## config.mk

```make
export PLATFORM = sky130hd
export DESIGN_NAME = psl_lock_ctrl
export DESIGN_NICKNAME = d
export VERILOG_FILES = /design/src/rtl/psl_pkg.sv /design/src/rtl/psl_lock_ctrl.sv /design/src/rtl/psl_sel_table.sv
export VERILOG_INCLUDE_DIRS = /design/src /design/src/rtl
export SDC_FILE = /design/constraint.sdc
export NUM_CORES = 1
export LEC_CHECK = 0
export BUFFER_PORTS_ARGS = -buffer_cell sky130_fd_sc_hd__clkbuf_2
export CORE_AREA = 10 10 84 105
export CTS_CLUSTER_SIZE = 28
export DETAILED_ROUTE_END_ITERATION = 16
export DIE_AREA = 0 0 94 115
export GPL_ROUTABILITY_DRIVEN = 0
export PLACE_DENSITY_LB_ADDON = 0.08
export SYNTH_ARGS = -nofsm -noshare
export SYNTH_HDL_FRONTEND = slang
export SYNTH_SLANG_ARGS = --single-unit
```

## constraint.sdc

```tcl
create_clock -name clk -period 3.7 [get_ports clk]
set_clock_uncertainty 0.05 [all_clocks]
set_input_delay 0.185 -clock clk [delete_from_list [all_inputs] [get_ports clk]]
set_output_delay 0.185 -clock clk [all_outputs]
set_load 0.005 [all_outputs]
```

## src/rtl/psl_defines.svh

```systemverilog
`ifndef PSL_DEFINES_SVH
`define PSL_DEFINES_SVH

// key bytes that must precede a lock bit write
`define PSL_KEY_FIRST 8'h55
`define PSL_KEY_SECOND 8'haa
// position of the lock bit in the lock control register
`define PSL_LOCK_BIT 0
// selection table shape
`define PSL_SEL_COUNT 16
`define PSL_SEL_WIDTH 6
`define PSL_SEL_AW 4
// default selection after power-on
`define PSL_SEL_DEFAULT 6'h00
`define PSL_IDX_MAX 4'hf

`endif

```

## src/rtl/psl_pkg.sv

```systemverilog
package psl_pkg;
    // key sequence position
    typedef enum logic [1:0] {
        PSL_KEY_IDLE,
        PSL_KEY_GOT_FIRST,
        PSL_KEY_ARMED
    } psl_key_state_t;

    // one-way lock progress
    typedef enum logic [1:0] {
        PSL_OW_FRESH,
        PSL_OW_CLEARED,
        PSL_OW_FROZEN
    } psl_ow_state_t;
endpackage : psl_pkg

```

## src/rtl/psl_lock_ctrl.sv

```systemverilog
`timescale 1ns/10ps
`include "psl_defines.svh"

module psl_lock_ctrl
    import psl_pkg::*;
(
    // clock and resets
    input wire logic clk,
    input wire logic reset,
    input wire logic por,
    // sleep indication, no effect on selections
    input wire logic sleep,
    // one-way lock configuration strap
    input wire logic one_way_lock_option,
    // lock control register write
    input wire logic lock_wr,
    input wire logic [7:0] lock_wdata,
    // selection write and read
    input wire logic sel_wr,
    input wire logic [`PSL_SEL_AW-1:0] sel_idx,
    input wire logic [`PSL_SEL_WIDTH-1:0] sel_wdata,
    input wire logic [`PSL_SEL_AW-1:0] sel_rd_idx,
    output logic [`PSL_SEL_WIDTH-1:0] sel_rdata,
    // status
    output logic selection_lock_bit,
    output logic key_armed,
    output logic sel_wr_blocked
);

    // any reset source, por included, clears the lock logic
    logic any_reset;
    assign any_reset = reset | por;

    psl_key_state_t key_state;
    psl_key_state_t next_key_state;
    psl_ow_state_t ow_state;
    psl_ow_state_t next_ow_state;
    logic next_lock;
    logic next_blocked;
    logic want_lock;
    logic sel_wr_ok;

    assign want_lock = lock_wdata[`PSL_LOCK_BIT];

    // ==========================================
    // key sequence
    always_comb begin
        next_key_state = key_state;
        if (lock_wr) begin
            unique case (key_state)
                PSL_KEY_IDLE: begin
                    next_key_state = (lock_wdata == `PSL_KEY_FIRST) ? PSL_KEY_GOT_FIRST : PSL_KEY_IDLE;
                end
                PSL_KEY_GOT_FIRST: begin
                    next_key_state = (lock_wdata == `PSL_KEY_SECOND) ? PSL_KEY_ARMED : PSL_KEY_IDLE;
                end
                // armed write is consumed either way
                PSL_KEY_ARMED: begin
                    next_key_state = PSL_KEY_IDLE;
                end
                default: begin
                    next_key_state = PSL_KEY_IDLE;
                end
            endcase
        end
    end

    // ==========================================
    // lock bit and one-way tracking
    always_comb begin
        next_lock = selection_lock_bit;
        next_ow_state = ow_state;
        if (lock_wr && key_state == PSL_KEY_ARMED) begin
            if (!one_way_lock_option) begin
                next_lock = want_lock;
            end else begin
                unique case (ow_state)
                    PSL_OW_FRESH: begin
                        next_lock = want_lock;
                        if (!want_lock) begin
                            next_ow_state = PSL_OW_CLEARED;
                        end
                    end
                    PSL_OW_CLEARED: begin
                        next_lock = want_lock;
                        if (want_lock) begin
                            next_ow_state = PSL_OW_FROZEN;
                        end
                    end
                    PSL_OW_FROZEN: begin
                        next_lock = 1'b1;
                    end
                    default: begin
                        next_ow_state = PSL_OW_FROZEN;
                        next_lock = 1'b1;
                    end
                endcase
            end
        end
    end

    // ==========================================
    // selection write gate
    // writes pass only when unlocked
    assign sel_wr_ok = sel_wr & ~selection_lock_bit;
    assign next_blocked = sel_wr & selection_lock_bit;

    // ==========================================
    // registers
    always_ff @(posedge clk) begin
        if (any_reset) begin
            key_state <= PSL_KEY_IDLE;
            ow_state <= PSL_OW_FRESH;
            selection_lock_bit <= 1'b0;
            sel_wr_blocked <= 1'b0;
        end else begin
            key_state <= next_key_state;
            ow_state <= next_ow_state;
            selection_lock_bit <= next_lock;
            sel_wr_blocked <= next_blocked;
        end
    end

    assign key_armed = (key_state == PSL_KEY_ARMED);

    // ==========================================
    // selection storage
    // table ignores non-por resets
    psl_sel_table u_table (
        .clk(clk),
        .por(por),
        .wr_en(sel_wr_ok),
        .wr_idx(sel_idx),
        .wr_data(sel_wdata),
        .rd_idx(sel_rd_idx),
        .rd_data(sel_rdata)
    );

endmodule : psl_lock_ctrl

```

## src/rtl/psl_sel_table.sv

```systemverilog
`timescale 1ns/10ps
`include "psl_defines.svh"

// selection storage; cleared only by power-on reset
module psl_sel_table
    import psl_pkg::*;
(
    // clock and power-on reset
    input wire logic clk,
    input wire logic por,
    // write side
    input wire logic wr_en,
    input wire logic [`PSL_SEL_AW-1:0] wr_idx,
    input wire logic [`PSL_SEL_WIDTH-1:0] wr_data,
    // read side
    input wire logic [`PSL_SEL_AW-1:0] rd_idx,
    output logic [`PSL_SEL_WIDTH-1:0] rd_data
);

    logic [`PSL_SEL_WIDTH-1:0] sel [`PSL_SEL_COUNT];
    logic [`PSL_SEL_WIDTH-1:0] next_sel [`PSL_SEL_COUNT];

    // ==========================================
    // next values
    always_comb begin
        for (int i = 0; i < `PSL_SEL_COUNT; i++) begin
            if (por) begin
                next_sel[i] = `PSL_SEL_DEFAULT;
            end else if (wr_en && wr_idx == i[`PSL_SEL_AW-1:0]) begin
                next_sel[i] = wr_data;
            end else begin
                next_sel[i] = sel[i];
            end
        end
    end

    // ==========================================
    // registers
    always_ff @(posedge clk) begin
        for (int i = 0; i < `PSL_SEL_COUNT; i++) begin
            sel[i] <= next_sel[i];
        end
    end

    assign rd_data = sel[rd_idx];

endmodule : psl_sel_table

```

==> impl_metrics.yaml <==
placement:
  postPlaceCellArea_um2: 4417
  io_buffers: 36
  hpwl_mm: 5.018
die:
  rows: 34
  die_x_um: 94
  dieArea_um2: 10810
  die_h_um: 115
  initial_core_util_pct: 61.54
  io_pins: 38
  core_region_area_um2: 6807
finish:
  n_antenna_cell: 0
  final_nets: 295
  layout_common_cells: "edfxtp_1, clkbuf_2, nand2_1"
  area_growth_pct: 9.886
  final_core_util_pct: 67.63
  final_area_um2: 4603
  layout-drive-gt1-share_pct: 23.70
  mostFrequentLayoutCell: "edfxtp_1"
logic_synthesis:
  synthArstFlopShare_pct: 0
  ys_warn_count: 0
  ys_types: 31
  synth-edff-count: 96
  syn_area_per_cell_um2: 18.37
  synth-main-ff-cell: "edfxtp_1"
  syn_nets: 257
  ys_ff_latch: 102
  syn_inst: 228
  syn-cell-area_um2: 4189
  ys_seq_area_share_pct: 71.68
routing:
  drtAntennaViolNets: 0
  vias: 2136
  avgRoutedWirePerCell_um: 20.74
  drt_first_iter_violations: 170
  vias_per_cell: 5.933
  drtPass1Iterations: 4
  wl_mm: 7.466
  drc: 0
grt:
  track_usage_pct: 14.68
  grt_remaining_overflow: 0
  grt_pass1_wl_mm: 11.70
  grt_max_degree: 25
  antenna_found_initial: 0
  first_global_vias: 2192
clocking:
  clk_pin_slew_ps: 90
  cts_setup_buffers: 0
  clk_latency_ps: 350
  clock_path_buffers: 2
  h-tree-depth: 3
  cts-hold-fix-buffers: 0
  post_cts_resized: 0
  cts_root_buf: "clkbuf_8"
  cts_tree: "yes"
  numClockSinks: 102
  cts_made_buffers: 9
worst_setup_path:
  r2r_cells: 2
  cpMostUsedCell: "clkbuf_2"
  rr_endpoint: "u_table.sel[12][1]"
  end_kind: "primary output"
  critPathLaunchType: "input pin"
  path_buf_inv: 3
  slowest_delay_ps: 620
  slowest_stage: "mux4_1"
  reg2reg_from: "selection_lock_bit"
  critical_path_class: "in2out"
  required_ps: 3460
  crit_family: "buffers and inverters"
  cp_max_fo: 19
  rrSetupSlack_ps: 1740
  cp.arrival_ps: 1990
  crit_chain: "clkbuf_2, buf_4, mux4_1, a22oi_1, nand2_1, clkbuf_2"
power:
  powerDensity_nw_per_um2: 486.0
  leakage_nw: 1.650
  ir_worst_vdd_v: 0.0004004
sta:
  finalHoldViolations: 0
  finalCriticalPeriod_ps: 2221
  fin_crit_sh_pct: 60.02
  relSlewSlack_pct: 21.89
  rsz0062_at_grt: "no"
  finalMaxSlewViolations: 0
  maxClockFrequency_mhz: 450.3
  setup_viol: 0
  tightestPinTransition_ps: 1169
  holdWs_ps: 36.85
  fin_setup_tns_ps: 0
hold_path:
  min_to: "key_state[1]"
  min_from: "reset"
  min_path_type: "in2reg"
  min_path_cells: 2
run_status:
  status: "finished clean"
job:
  drv_cap: 0
-- worst max path at each step --
stage                       start            endpoint  slack (ps)  cells after the start
finish              sel_rd_idx[0]        sel_rdata[5]        1480                      6
global route        sel_rd_idx[0]        sel_rdata[0]        1350                      6
CTS                 sel_rd_idx[0]        sel_rdata[0]        1430                      6
detailed placement  sel_rd_idx[0]        sel_rdata[0]        1430                      6
global placement    sel_rd_idx[0]        sel_rdata[0]        1420                      6
floorplan              sel_idx[1]  u_table.sel[14][0]        2090                      4
-- state kept, by name, indices dropped and copies added, names as in the netlist --
signal	cells
u_table.sel	96
sel_wr_blocked	1
ow_state	2
key_state	2
selection_lock_bit	1
-- per-layer routing --
layer  share of wire, %  track usage (%)  vias up
li1                   -                -     1007
met1                 46            20.38     1053
met2                 46            21.39       62
met3                6.1            4.175       14
met4                2.0            5.990        0
met5                  0                0        -
-- through the flow --
| step | power (mW) | std cells | worst slack (ps) |
|---|---|---|---|
| floorplan | 1.533 | 228 | 2093 |
| global placement | 1.602 | 345 | 1422 |
| detailed placement | 1.610 | 345 | 1429 |
| CTS | 2.256 | 360 | 1429 |
| global route | 2.324 | 360 | 1354 |
| finish | 2.237 | 360 | 1479 |
-- synthesized netlist by cell type, drive strengths merged, types with 2 or more instances --
master | n | area (µm²)
edfxtp | 96 | 2883
nand2 | 30 | 112.6
mux4 | 24 | 585.6
a22oi | 12 | 90.09
nor2b | 12 | 75.07
buf | 8 | 63.81
dfxtp | 6 | 120.1
inv | 4 | 15.01
nor2 | 4 | 15.01
nor3 | 4 | 20.02
nand3 | 3 | 15.01
nor4b | 3 | 26.28
nor4bb | 3 | 30.03
o21ai | 3 | 15.01
and3b | 2 | 17.52
clkbuf | 2 | 8.750
nand4b | 2 | 17.52
-- area by class of cell --
class,instances,area [µm²]
repair buffers,37,187.7
inverters,4,15.01
multi-input cells,112,1099
clock buffers,9,123.9
well taps,90,112.6
clock inverters,6,62.56
fillers,479,2203
flip-flops and latches,102,3003
-- report_power, final --
group	internal, mW	switching, mW
logic	0.0864	0.108
clock network	0.309	0.349
registers	1.36	0.0194
total	1.76	0.477
-- cell families after synthesis --
kind of cell	Yosys count	synth area share, %
buffers and inverters	14	2.090
muxes	25	14.22
AOI/OAI and AO/OA	21	3.614
and+or+nand+nor	66	8.393
DFF	102	71.68
(Power assumes the default switching activity.)
